==> config.mk <==
export PLATFORM = sky130hd
export DESIGN_NAME = asu_uart
export DESIGN_NICKNAME = d
export VERILOG_FILES = /design/src/asu_uart.v
export VERILOG_INCLUDE_DIRS = /design/src /design/src/common
export SDC_FILE = /design/constraint.sdc
export NUM_CORES = 1
export LEC_CHECK = 0
export ABC_CLOCK_PERIOD_IN_PS = 2500
export BUFFER_PORTS_ARGS = -buffer_cell sky130_fd_sc_hd__buf_2
export CAP_MARGIN = 20
export CORE_AREA = 5 5 149 165
export CTS_CLUSTER_DIAMETER = 50
export DETAILED_ROUTE_END_ITERATION = 10
export DIE_AREA = 0 0 154 170
export PLACE_DENSITY = 0.68
export SYNTH_ARGS = -nofsm -noshare
export SYNTH_HDL_FRONTEND = slang
export SYNTH_SLANG_ARGS = --single-unit
==> constraint.sdc <==
create_clock -name clk -period 2.5 [get_ports clk]
set_input_delay 0.375 -clock clk [delete_from_list [all_inputs] [get_ports clk]]
set_output_delay 0.375 -clock clk [all_outputs]
set_load 0.01 [all_outputs]
==> src/common/asu_regs.vh <==
`ifndef ASU_REGS_VH
`define ASU_REGS_VH
// Register byte offsets.
`define ASU_OFF_DATA    8'h00
`define ASU_OFF_CTRL1   8'h04
`define ASU_OFF_CTRL2   8'h08
`define ASU_OFF_STATUS  8'h0C
`define ASU_OFF_BAUD    8'h10
// Control one fields.
`define ASU_C1_T8       6
`define ASU_C1_WLEN     4
`define ASU_C1_WAKE     3
// Control two fields.
`define ASU_C2_TXEN     3
`define ASU_C2_RXEN     2
`define ASU_C2_SLEEP    1
`define ASU_C2_BRK      0
// Status fields.
`define ASU_ST_TXEMPTY  7
`define ASU_ST_TXDONE   6
`define ASU_ST_RXFULL   5
`define ASU_ST_IDLE     4
`define ASU_ST_OVR      3
`define ASU_ST_NOISE    2
`define ASU_ST_FRAME    1
// Baud fields: divisor in [15:0], divide-by-39 enable in bit 16.
`define ASU_BAUD_DIV39  16
`define ASU_BAUD_RST    17'h00001
`define ASU_DIV39_CNT   6'h26
// Last sample phase of a bit; sixteen samples per bit.
`define ASU_OVERSAMPLE  4'hF
// AXI responses.
`define ASU_RESP_OKAY   2'h0
`define ASU_RESP_SLVERR 2'h2
`endif

==> src/asu_uart.v <==
`timescale 1ns/100ps
`include "asu_regs.vh"
// Functional notes
// Frame: start, eight or nine data, stop.
// Line idles high.
// Start bit is logic zero.
// Data bits travel LSB first.
// Stop bit is logic one.
// Break is whole frames of zero.
// Word length bit selects eight or nine.
// Shifter loads only from transmit buffer.
// Pin follows shifter while busy or enabled.
// Whole character moves to receive buffer.
// Majority vote of three samples, noise.
// Both directions share format and rate.
// Writing sleep bit one sleeps receiver.
// Sleep blocks all receiver flags.
// Software or hardware clears sleep bit.
// Idle line clears sleep in idle mode.
// Senders gap messages by idle frame.
// Top data bit marks address character.
// Address mark wakes before stop sample.
// Waking character delivered with flags.
// Optional divide-by-39 baud stage.
// Wake select: zero idle, one address.
// Nine-bit frame carries nine data bits.
// Enabling transmitter queues idle preamble.
// Idle after one character of ones.
// Sixteen-times sample tick, bit tick derived.
module asu_uart #(
  parameter HAS_DIV39 = 1
) (
  // Clock and reset.
  input  wire        clk,
  input  wire        rst_n,
  // AXI4-Lite write address and data.
  input  wire        s_axi_awvalid,
  output reg         s_axi_awready,
  input  wire [7:0]  s_axi_awaddr,
  input  wire        s_axi_wvalid,
  output reg         s_axi_wready,
  input  wire [31:0] s_axi_wdata,
  input  wire [3:0]  s_axi_wstrb,
  // AXI4-Lite write response.
  output reg         s_axi_bvalid,
  input  wire        s_axi_bready,
  output reg  [1:0]  s_axi_bresp,
  // AXI4-Lite read.
  input  wire        s_axi_arvalid,
  output reg         s_axi_arready,
  input  wire [7:0]  s_axi_araddr,
  output reg         s_axi_rvalid,
  input  wire        s_axi_rready,
  output reg  [31:0] s_axi_rdata,
  output reg  [1:0]  s_axi_rresp,
  // Serial lines.
  input  wire        rxd,
  output reg         txd
);

  // ----------------------------------------------------------------
  // Registers
  // ----------------------------------------------------------------
  reg        t8_reg;             // Transmit ninth bit.
  reg        wlen_reg;           // Nine-bit word length when set.
  reg        wake_reg;           // Wakeup method select.
  reg        txEn_reg;           // Transmitter enable.
  reg        rxEn_reg;           // Receiver enable.
  reg        sleep_reg;          // Receiver sleep bit.
  reg        brk_reg;            // Send break.
  reg [16:0] baud_reg;           // Divisor and divide-by-39 enable.
  reg [8:0]  txBuf_reg;          // Transmit data buffer.
  reg        txEmpty_reg;        // Transmit buffer empty.
  reg [8:0]  rxBuf_reg;          // Receive data buffer.
  reg        rxFull_reg;         // Receive buffer full.
  reg        idle_reg;           // Idle line flag.
  reg        ovr_reg;            // Overrun flag.
  reg        noise_reg;          // Noise flag.
  reg        frame_reg;          // Framing flag.
  reg        stRead_reg;         // Status was read; arms read-to-clear.
  reg        rxS1_reg;           // Receive synchroniser stage one.
  reg        rxS2_reg;           // Receive synchroniser stage two.

  // ----------------------------------------------------------------
  // Baud generator
  // ----------------------------------------------------------------
  reg [5:0]  pre_reg;            // Divide-by-39 prescaler.
  reg [15:0] div_reg;            // Main divisor counter.
  reg        tick_reg;           // Sixteen-times sample tick.
  reg [3:0]  txPh_reg;           // Divides sample tick down to bit tick.
  wire       preHit = !(HAS_DIV39 && baud_reg[`ASU_BAUD_DIV39]) ||
                      (pre_reg == `ASU_DIV39_CNT);
  wire       bitTick = tick_reg && (txPh_reg == `ASU_OVERSAMPLE);

  // Both directions count off this same tick. R12 R26
  always @(posedge clk or negedge rst_n) begin
    if (!rst_n) begin
      pre_reg  <= 6'h00;
      div_reg  <= 16'h0000;
      tick_reg <= 1'b0;
      txPh_reg <= 4'h0;
    end else begin
      tick_reg <= 1'b0;
      if (HAS_DIV39 && baud_reg[`ASU_BAUD_DIV39]) begin
        pre_reg <= (pre_reg == `ASU_DIV39_CNT) ? 6'h00 : pre_reg + 6'h01;
      end
      if (preHit) begin
        if (div_reg + 16'h0001 >= baud_reg[15:0]) begin
          div_reg  <= 16'h0000;
          tick_reg <= 1'b1;
        end else begin
          div_reg <= div_reg + 16'h0001;
        end
      end
      if (tick_reg) begin
        txPh_reg <= txPh_reg + 4'h1;
      end
    end
  end

  // ----------------------------------------------------------------
  // Transmitter
  // ----------------------------------------------------------------
  reg [10:0] txSh_reg;           // Frame shifter, bit 0 on the line.
  reg [3:0]  txCnt_reg;          // Bits left in current frame.
  reg        txPre_reg;          // Preamble owed.
  reg        txEnD_reg;          // Delayed enable for edge detect.
  wire       txBusy = (txCnt_reg != 4'h0);
  wire [3:0] frameLen = wlen_reg ? 4'hB : 4'hA;
  reg        dataWr;             // Software writes the data register.
  wire       txRise = txEn_reg && !txEnD_reg; // Enable has just been set.

  // Shifter is fed only from the buffer, a preamble or a break. R8
  always @(posedge clk or negedge rst_n) begin
    if (!rst_n) begin
      txSh_reg  <= 11'h7FF;
      txCnt_reg <= 4'h0;
      txPre_reg <= 1'b0;
      txEnD_reg <= 1'b0;
      txd       <= 1'b1;
    end else begin
      txEnD_reg <= txEn_reg;
      if (txRise) begin
        txPre_reg <= 1'b1;
      end
      if (bitTick) begin
        if (txCnt_reg > 4'h1) begin
          txSh_reg  <= {1'b1, txSh_reg[10:1]};
          txCnt_reg <= txCnt_reg - 4'h1;
        end else if (txEn_reg && (txPre_reg || txRise)) begin
          txSh_reg  <= 11'h7FF;
          txCnt_reg <= frameLen;
          txPre_reg <= 1'b0;
        end else if (txEn_reg && brk_reg) begin
          txSh_reg  <= 11'h000;
          txCnt_reg <= frameLen;
        end else if (txEn_reg && !txEmpty_reg) begin
          // Stop, optional ninth bit, data, start. R3 R5
          txSh_reg  <= wlen_reg ? {1'b1, txBuf_reg, 1'b0} : {2'h3, txBuf_reg[7:0], 1'b0};
          txCnt_reg <= frameLen;
        end else begin
          txSh_reg  <= 11'h7FF;
          txCnt_reg <= 4'h0;
        end
      end
      txd <= (txBusy || txEn_reg) ? txSh_reg[0] : 1'b1;
    end
  end
  wire txLoad = bitTick && !(txCnt_reg > 4'h1) && txEn_reg && !txPre_reg && !txRise &&
                !brk_reg && !txEmpty_reg;

  // ----------------------------------------------------------------
  // Receiver
  // ----------------------------------------------------------------
  localparam RX_IDLE = 3'b001;   // Waiting for a start edge.
  localparam RX_BITS = 3'b010;   // Sampling start, data and stop.
  localparam RX_DONE = 3'b100;   // One-cycle hand-over to the buffer.
  reg [2:0]  rxSt_reg;           // Receiver state.
  reg [3:0]  rxPh_reg;           // Sample phase within a bit.
  reg [3:0]  rxBit_reg;          // Bit index, 0 is start.
  reg [9:0]  rxSh_reg;           // Data bits and stop bit.
  reg [2:0]  smp_reg;            // First two of the three mid-bit samples.
  reg        rxNoise_reg;        // Noise seen in this frame.
  reg        rxPrev_reg;         // Previous synchronised level.
  reg [7:0]  idleCnt_reg;        // Sample ticks of continuous ones.
  reg        idleArm_reg;        // Line was active since last idle.
  wire [7:0] idleLen = wlen_reg ? 8'hB0 : 8'hA0;
  wire [1:0] vSum = {1'b0, smp_reg[0]} + {1'b0, smp_reg[1]} + {1'b0, rxS2_reg};
  wire       vote = vSum[1];
  wire       vNoisy = (vSum != 2'h0) && (vSum != 2'h3);
  wire [3:0] lastBit = wlen_reg ? 4'hA : 4'h9;
  wire       flagOk = !sleep_reg;
  wire       idleHit = (idleCnt_reg == idleLen - 8'h01) && tick_reg && rxS2_reg;
  wire       msbNow = wlen_reg ? (rxBit_reg == 4'h9) : (rxBit_reg == 4'h8);
  wire       addrWake = wake_reg && sleep_reg && (rxSt_reg == RX_BITS) && tick_reg &&
                        (rxPh_reg == 4'h9) && msbNow && vote;
  wire       idleWake = !wake_reg && sleep_reg && idleHit && idleArm_reg;
  reg        rdData;             // Software reads the data register.

  // Two-flop synchroniser on the receive pin.
  always @(posedge clk or negedge rst_n) begin
    if (!rst_n) begin
      rxS1_reg <= 1'b1;
      rxS2_reg <= 1'b1;
    end else begin
      rxS1_reg <= rxd;
      rxS2_reg <= rxS1_reg;
    end
  end

  // Frame state machine; samples at phases 7, 8, 9 of each bit.
  always @(posedge clk or negedge rst_n) begin
    if (!rst_n) begin
      rxSt_reg    <= RX_IDLE;
      rxPh_reg    <= 4'h0;
      rxBit_reg   <= 4'h0;
      rxSh_reg    <= 10'h000;
      smp_reg     <= 3'h0;
      rxNoise_reg <= 1'b0;
      rxPrev_reg  <= 1'b1;
    end else begin
      rxPrev_reg <= rxS2_reg;
      case (rxSt_reg)
        RX_IDLE: begin
          if (rxEn_reg && rxPrev_reg && !rxS2_reg) begin
            rxSt_reg    <= RX_BITS;
            rxPh_reg    <= 4'h0;
            rxBit_reg   <= 4'h0;
            rxNoise_reg <= 1'b0;
          end
        end
        RX_BITS: begin
          if (tick_reg) begin
            rxPh_reg <= rxPh_reg + 4'h1;
            if (rxPh_reg == 4'h7) smp_reg[0] <= rxS2_reg;
            if (rxPh_reg == 4'h8) smp_reg[1] <= rxS2_reg;
            if (rxPh_reg == 4'h9) begin
              rxNoise_reg <= rxNoise_reg | vNoisy;
              if (rxBit_reg == 4'h0 && vote) begin
                rxSt_reg <= RX_IDLE; // False start.
              end else if (rxBit_reg != 4'h0) begin
                rxSh_reg <= {vote, rxSh_reg[9:1]};
              end
              if (rxBit_reg == lastBit) rxSt_reg <= RX_DONE;
              rxBit_reg <= rxBit_reg + 4'h1;
            end
          end
        end
        RX_DONE: begin
          rxSt_reg <= RX_IDLE;
        end
        default: rxSt_reg <= RX_IDLE;
      endcase
    end
  end
  // Align the frame: eight-bit frames take one shift fewer and end up one place higher.
  wire [9:0] rxFrm = wlen_reg ? rxSh_reg : {1'b0, rxSh_reg[9:1]};
  wire       stopBit = wlen_reg ? rxFrm[9] : rxFrm[8];
  wire       rxDone = (rxSt_reg == RX_DONE) && flagOk && !frame_reg;

  // Idle detector counts sample ticks of unbroken ones.
  always @(posedge clk or negedge rst_n) begin
    if (!rst_n) begin
      idleCnt_reg <= 8'h00;
      idleArm_reg <= 1'b0;
    end else begin
      if (!rxS2_reg) begin
        idleCnt_reg <= 8'h00;
        idleArm_reg <= 1'b1;
      end else if (idleHit) begin
        idleCnt_reg <= 8'h00;
        idleArm_reg <= 1'b0;
      end else if (tick_reg) begin
        idleCnt_reg <= idleCnt_reg + 8'h01;
      end
    end
  end

  // ----------------------------------------------------------------
  // AXI4-Lite slave
  // ----------------------------------------------------------------
  reg [7:0]  awA_reg;            // Latched write address.
  reg        awH_reg;            // Write address held.
  reg [31:0] wD_reg;             // Latched write data.
  reg [3:0]  wS_reg;             // Latched strobes.
  reg        wH_reg;             // Write data held.
  wire       doWr = awH_reg && wH_reg && !s_axi_bvalid;
  wire       doRd = s_axi_arvalid && s_axi_arready;
  always @* begin
    dataWr = doWr && (awA_reg == `ASU_OFF_DATA) && wS_reg[0];
    rdData = doRd && (s_axi_araddr == `ASU_OFF_DATA);
  end
  wire       clrArm = rdData && stRead_reg;

  // Bus handshakes and register writes; hardware set wins over clear.
  always @(posedge clk or negedge rst_n) begin
    if (!rst_n) begin
      s_axi_awready <= 1'b1; s_axi_wready <= 1'b1; s_axi_bvalid <= 1'b0;
      s_axi_bresp <= `ASU_RESP_OKAY; s_axi_arready <= 1'b1; s_axi_rvalid <= 1'b0;
      s_axi_rdata <= 32'h00000000; s_axi_rresp <= `ASU_RESP_OKAY;
      awA_reg <= 8'h00; awH_reg <= 1'b0; wD_reg <= 32'h00000000;
      wS_reg <= 4'h0; wH_reg <= 1'b0;
      t8_reg <= 1'b0; wlen_reg <= 1'b0; wake_reg <= 1'b0; txEn_reg <= 1'b0;
      rxEn_reg <= 1'b0; sleep_reg <= 1'b0; brk_reg <= 1'b0;
      baud_reg <= `ASU_BAUD_RST; txBuf_reg <= 9'h000; txEmpty_reg <= 1'b1;
      rxBuf_reg <= 9'h000; rxFull_reg <= 1'b0; idle_reg <= 1'b0;
      ovr_reg <= 1'b0; noise_reg <= 1'b0; frame_reg <= 1'b0; stRead_reg <= 1'b0;
    end else begin
      if (s_axi_awvalid && s_axi_awready) begin
        awA_reg <= s_axi_awaddr; awH_reg <= 1'b1; s_axi_awready <= 1'b0;
      end
      if (s_axi_wvalid && s_axi_wready) begin
        wD_reg <= s_axi_wdata; wS_reg <= s_axi_wstrb; wH_reg <= 1'b1; s_axi_wready <= 1'b0;
      end
      if (s_axi_bvalid && s_axi_bready) begin
        s_axi_bvalid <= 1'b0; s_axi_awready <= 1'b1; s_axi_wready <= 1'b1;
      end
      if (doWr) begin
        awH_reg <= 1'b0; wH_reg <= 1'b0; s_axi_bvalid <= 1'b1;
        s_axi_bresp <= `ASU_RESP_OKAY;
        if (awA_reg == `ASU_OFF_DATA) begin
          if (wS_reg[0]) txBuf_reg <= {t8_reg, wD_reg[7:0]};
        end else if (awA_reg == `ASU_OFF_CTRL1) begin
          if (wS_reg[0]) begin
            t8_reg <= wD_reg[`ASU_C1_T8]; wlen_reg <= wD_reg[`ASU_C1_WLEN];
            wake_reg <= wD_reg[`ASU_C1_WAKE];
          end
        end else if (awA_reg == `ASU_OFF_CTRL2) begin
          if (wS_reg[0]) begin
            txEn_reg <= wD_reg[`ASU_C2_TXEN]; rxEn_reg <= wD_reg[`ASU_C2_RXEN];
            sleep_reg <= wD_reg[`ASU_C2_SLEEP]; brk_reg <= wD_reg[`ASU_C2_BRK];
          end
        end else if (awA_reg == `ASU_OFF_BAUD) begin
          if (wS_reg[0]) baud_reg[7:0] <= wD_reg[7:0];
          if (wS_reg[1]) baud_reg[15:8] <= wD_reg[15:8];
          if (wS_reg[2]) baud_reg[16] <= wD_reg[16];
        end else if (awA_reg != `ASU_OFF_STATUS) begin
          s_axi_bresp <= `ASU_RESP_SLVERR;
        end
      end
      if (s_axi_rvalid && s_axi_rready) begin
        s_axi_rvalid <= 1'b0; s_axi_arready <= 1'b1;
      end
      if (doRd) begin
        s_axi_arready <= 1'b0; s_axi_rvalid <= 1'b1; s_axi_rresp <= `ASU_RESP_OKAY;
        s_axi_rdata <= 32'h00000000;
        if (s_axi_araddr == `ASU_OFF_DATA) begin
          s_axi_rdata[7:0] <= rxBuf_reg[7:0];
        end else if (s_axi_araddr == `ASU_OFF_CTRL1) begin
          s_axi_rdata[7:0] <= {rxBuf_reg[8], t8_reg, 1'b0, wlen_reg, wake_reg, 3'h0};
        end else if (s_axi_araddr == `ASU_OFF_CTRL2) begin
          s_axi_rdata[3:0] <= {txEn_reg, rxEn_reg, sleep_reg, brk_reg};
        end else if (s_axi_araddr == `ASU_OFF_STATUS) begin
          s_axi_rdata[7:1] <= {txEmpty_reg, !txBusy && txEmpty_reg, rxFull_reg,
                               idle_reg, ovr_reg, noise_reg, frame_reg};
        end else if (s_axi_araddr == `ASU_OFF_BAUD) begin
          s_axi_rdata[16:0] <= baud_reg;
        end else begin
          s_axi_rresp <= `ASU_RESP_SLVERR;
        end
        if (s_axi_araddr == `ASU_OFF_STATUS) stRead_reg <= 1'b1;
        else if (s_axi_araddr == `ASU_OFF_DATA) stRead_reg <= 1'b0;
      end
      if (dataWr) txEmpty_reg <= 1'b0;
      if (txLoad) txEmpty_reg <= 1'b1;
      if (clrArm) begin
        rxFull_reg <= 1'b0; idle_reg <= 1'b0; ovr_reg <= 1'b0;
        noise_reg <= 1'b0; frame_reg <= 1'b0;
      end
      if (addrWake || idleWake) sleep_reg <= 1'b0;
      if (idleHit && idleArm_reg && flagOk) idle_reg <= 1'b1;
      if (rxDone) begin
        if (rxFull_reg && !clrArm) begin
          ovr_reg <= 1'b1;
        end else begin
          rxBuf_reg <= wlen_reg ? rxFrm[8:0] : {1'b0, rxFrm[7:0]};
          rxFull_reg <= 1'b1; noise_reg <= rxNoise_reg; frame_reg <= !stopBit;
        end
      end
    end
  end

endmodule // asu_uart

Yosys cells after proc, flatten, opt, wreduce, memory -nomap -nowiden --
Index checks and enable logic that the tools add are counted. Widths: inputs -> output; s select.
Operators by class: $add $sub $neg 10, magnitude comparators 2, equal/unequal tests 29, muxes and demuxes 104, bitwise gates (word level) 6, reductions and logical operators 97
Operator list (number):
- $mux 1 | 54
- $logic_and 1x1->1 | 43
- $mux 8 | 5
- $mux 4 | 9
- $mux 9 | 4
- $mux 11 | 3
- $logic_and 32x1->1 const A | 1
- $mux 10 | 3
- $reduce_bool 2->1 | 14
- $eq 8x4->1 const B | 3
- $mux 2 | 11
- $eq 4x4->1 const B | 5
- $reduce_and 6->1 | 3
- $mux 17 | 1
- $add 16x1->16 const B | 1
- $eq 8x3->1 const B | 2
- $eq 8x5->1 const B | 2
- $ge 16x16->1 | 1
- $logic_not 8->1 | 2
- $mux 16 | 1
- $pmux 4 s2 | 2
- $logic_not 1->1 | 15
- $mux 3 | 5
- $reduce_and 5->1 | 3
- other kinds (33) | 55
Word-level totals: bits in registers 186, input port bits 60, output and inout bits 42, word-level logic and storage cells 301

Logic depth before layout (Yosys ltp) --
depth after elaboration 10, mapped depth 13, mapped depth without buffers 12

Least setup slack after synthesis --
OpenSTA, ideal clock, no wires.
path kind reg-to-reg, from register div_reg[3], to register div_reg[3], setup time 0.126 ns, arrival 2.558 ns, required time 2.374 ns, slack -0.184 ns, cell stages (with the launch flop) 14, path buffers 2, period minus slack after synthesis 2.684 ns, path through dfrtp_1 -> buf_2 -> nand4_1 -> nor2_1 -> and3_1 -> and3_1 -> xor2_1 -> ha_1 -> nand4_1 -> a211oi_1 -> a211o_1 -> clkbuf_2 -> nor2_1 -> a221o_1
On the way: longest elaborated chain between the ends 3
RTL lines:
- start, declared | line asu_uart.v:88 | reg [15:0] div_reg;
- start signal, assigned | line asu_uart.v:112 | div_reg <= div_reg + 16'h0001;
- $add 16x1->16 (*) | line asu_uart.v:108, asu_uart.v:112
- $ge 16x16->1 | line asu_uart.v:108 | if (div_reg + 16'h0001 >= baud_reg[15:0]) begin
- $mux 16 (*) | line asu_uart.v:108
Every way passes the cells marked *; elsewhere a longest branch is shown, timed or not. A chain may end at the register's enable or synchronous reset.

Worst setup path after layout --
Same ends and word-level chain as after synthesis.

==> run_results.csv <==
group,metric,value,unit
run_status,outcome,"complete, but fails checks",
run_status,violations,"setup timing",
final_layout,layout_common_cells,"163 x dfrtp_1, 94 x nand2_1, 76 x mux2_2",
die,fp.coreArea,22600,um^2
power_and_ir_drop,p_int,5.97,mW
sta,grt_setup_unrepaired,"true",
sta,min_period,2.74,ns
critical_path,r2r_slack,-0.24,ns
sta,tightestPinTransition,0.907,ns
critical_path,critPathLaunchType,"flop",
final_layout,fill_cells,2051,
critical_path,path_class,"reg -> reg",
sta,post-route-period-util,110,%
sta,hold_viol_final,0,
hold_path,hp-class,"in -> reg",
critical_path,critPathMaxFanout,8,
hold_path,hold_depth,1,
routing,first_pass_iters,4,
critical_path,critPathMaxStageDelay,0.36,ns
synthesis,synth-seq-area-share,52.0,%
global_routing,grt_use_total,14.9,%
synthesis,async_flop_share,100,%
power_and_ir_drop,power,8.49,mW
job,maxCapViolations,0,
final_layout,final_cells,1254,
final_layout,seqCellArea,4630,um^2
cts,path_clk_slew,0.07,ns
power_and_ir_drop,leakagePower,5.01,nW
power_and_ir_drop,p_seq_share,46.8,%
power_and_ir_drop,switching_power,2.52,mW
synthesis,synth_edf_count,0,
power_and_ir_drop,switching_share,29.7,%
power_and_ir_drop,powerDensity,793,nW/um^2
placement,hpwl,13700,um
critical_path,ff2ff_path_depth,11,
sta,setup_viol,17,
cts,cts_tree,"built",
die,row_count,58,
power_and_ir_drop,ir_drop,0.000459,V
power_and_ir_drop,combPwrFrac,22.2,%
sta,setup_ws,-0.241,ns
cts,clockBufferDepth,2,
synthesis,netlist_area,8900,um^2
critical_path,endpoint_kind,"flop",
hold_path,worstHoldStart,"rxd",
synthesis,yosysWarnings,0,
routing,ant_nets,0,
synthesis,synth_cell_types,68,
critical_path,crit-reg2reg-launch,"div_reg[3]",
final_layout,multi_input_area,4110,um^2
routing,viasPerCell,5.03,
cts,cts_htree_levels,4,
critical_path,r2r_end,"div_reg[3]",
final_layout,fin_nets,1028,
placement,post-place-cells,1208,
routing,drt-initial-drc-count,330,
sta,hold_slack,0.0429,ns
sta,finalClockSkew,0.00800,ns
critical_path,path_cells,"nand4_1 > nor2_4 > buf_6 > nand4_1 > xnor2_2 > ha_4 > nand4_1 > a211oi_2 > a211o_4 > nor2_4 > a221o_1",
die,start_util,39.3,%
cts,clkLatencyLatePin,0.43,ns
die,ios,102,
critical_path,crit_buf_inv,1,
global_routing,grt_max_degree,70,
critical_path,cpLargestDelayFamily,"compound AO/OA/AOI/OAI gates",
critical_path,critPathArrivalTime,3.05,ns
placement,place.port_buffers,68,
routing,vias,6303,
routing,wl_per_cell,15.3,um
die,die-area,26200,um^2
placement,gp_congestion,0.828,
die,die_x,154,um
global_routing,grt_pass1_wl,31700,um
power_and_ir_drop,clkPwrFrac,31.0,%
cts,root_buffer,"clkbuf_16",
cts,cts.sink_count,184,
synthesis,synthCells,822,
synthesis,ys_ff_latch,184,
placement,pre_cts_ws,-0.364,ns
global_routing,grt_pass1_vias,6318,
synthesis,synth.avg_cell_area,10.8,um^2
routing,route.detailed.drc,0,
final_layout,layout_commonest_cell,"dfrtp_1",
sta,fmax,365,MHz
global_routing,overflow,0,
hold_path,hold-path-endpoint,"rxS1_reg",
die,die_h,170,um
sta,tns,-2.99,ns
sta,slew_headroom,39.4,%
final_layout,fin_util,47.3,%
placement,dpl_cell_area,9850,um^2
global_routing,antenna_found_initial,2,
critical_path,crit_top_cell,"nand4_1",
final_layout,areaGrowthSynthToFinish,20.2,%
sta,final_max_slew_viol_count,0,
final_layout,finalInstanceArea,10700,um^2
final_layout,layout-drive-gt1-share,31.7,%
synthesis,ys.flop_type,"dfrtp_1",
routing,wl,19200,um
critical_path,required,2.81,ns
cts,cts_buffers,17,
critical_path,worst_path_max_delay_cell,"dfrtp_1",
## routing by layer
metal | vias up | GRT usage, % | wire length (um)
li1 | 3077 | - | -
met1 | 3117 | 18.9 | 8280
met2 | 86 | 25.9 | 9930
met3 | 21 | 3.00 | 647
met4 | 2 | 4.07 | 298
met5 | - | 0 | 8
## cells in the mapped netlist (all sizes together) (5+ instances only)
master  count  area [um^2]
a21oi      41          246
a22o       15          131
dfrtp     163         4080
nand2b      9         56.3
mux2       76          856
nor2b       8         50.1
nand4      15          109
xnor2      14          123
and3        9         56.3
nor3        6         30.0
nand3      16         85.1
mux2i      14          140
nand3b      6         45.0
dfstp      21          552
xor2       18          158
clkbuf     20         76.3
o21ai      66          338
nor2       54          215
a22oi       5         37.5
and2        7         43.8
ha         28          350
nand2      94          353
inv        35          131
buf        26          189
## how the worst max path moves through the flow
stage          startpoint          end  cells past startpoint
2_1_floorplan  div_reg[0]   div_reg[3]                     12
3_5_place_dp   div_reg[6]   div_reg[0]                     11
4_1_cts        div_reg[3]     tick_reg                     12
3_3_place_gp   div_reg[5]   div_reg[0]                     11
5_1_grt        div_reg[5]  div_reg[10]                     13
6_report       div_reg[3]   div_reg[3]                     11
## power by group through the flow
stage | clock, mW | sequential [mW] | combinational (mW)
3_5_place_dp | 0 | 4.03 | 1.74
4_1_cts | 2.69 | 3.98 | 1.84
2_1_floorplan | 0 | 3.90 | 1.23
3_3_place_gp | 0 | 4.01 | 1.69
5_1_grt | 2.83 | 4.05 | 2.12
6_report | 2.63 | 3.97 | 1.88
## layout make-up
cell class / instances / area share (%)
Tap cell: 300 / 3.51
Sequential cell: 184 / 43.3
Timing Repair Buffer: 128 / 8.08
Clock buffer: 20 / 4.36
Inverter: 35 / 1.23
Multi-Input combinational cell: 573 / 38.4
Antenna cell: 2 / 0.0468
Clock inverter: 12 / 1.11
## cell families (layout without fill, tap and decap cells)
family	after synthesis	in the layout	synth area share (%)
simple gates	243	243	13.4
flops	184	184	52.0
compound gates	162	162	11.6
mux	90	90	11.2
buf+inv	81	195	4.45
xor+xnor	32	32	3.15
fa+ha+maj	29	29	4.16
other cells	1	19	0.0421
## what timing repair did
item | in CTS | in global routing
hold buffers | 1 | 0
resized for setup | 27 | 19
pin swaps | 14 | 21
setup endpoints to repair | 17 | 17
setup buffers | 7 | 4
hold endpoints to repair | 57 | 0
Power figures use the tool's default switching activity.
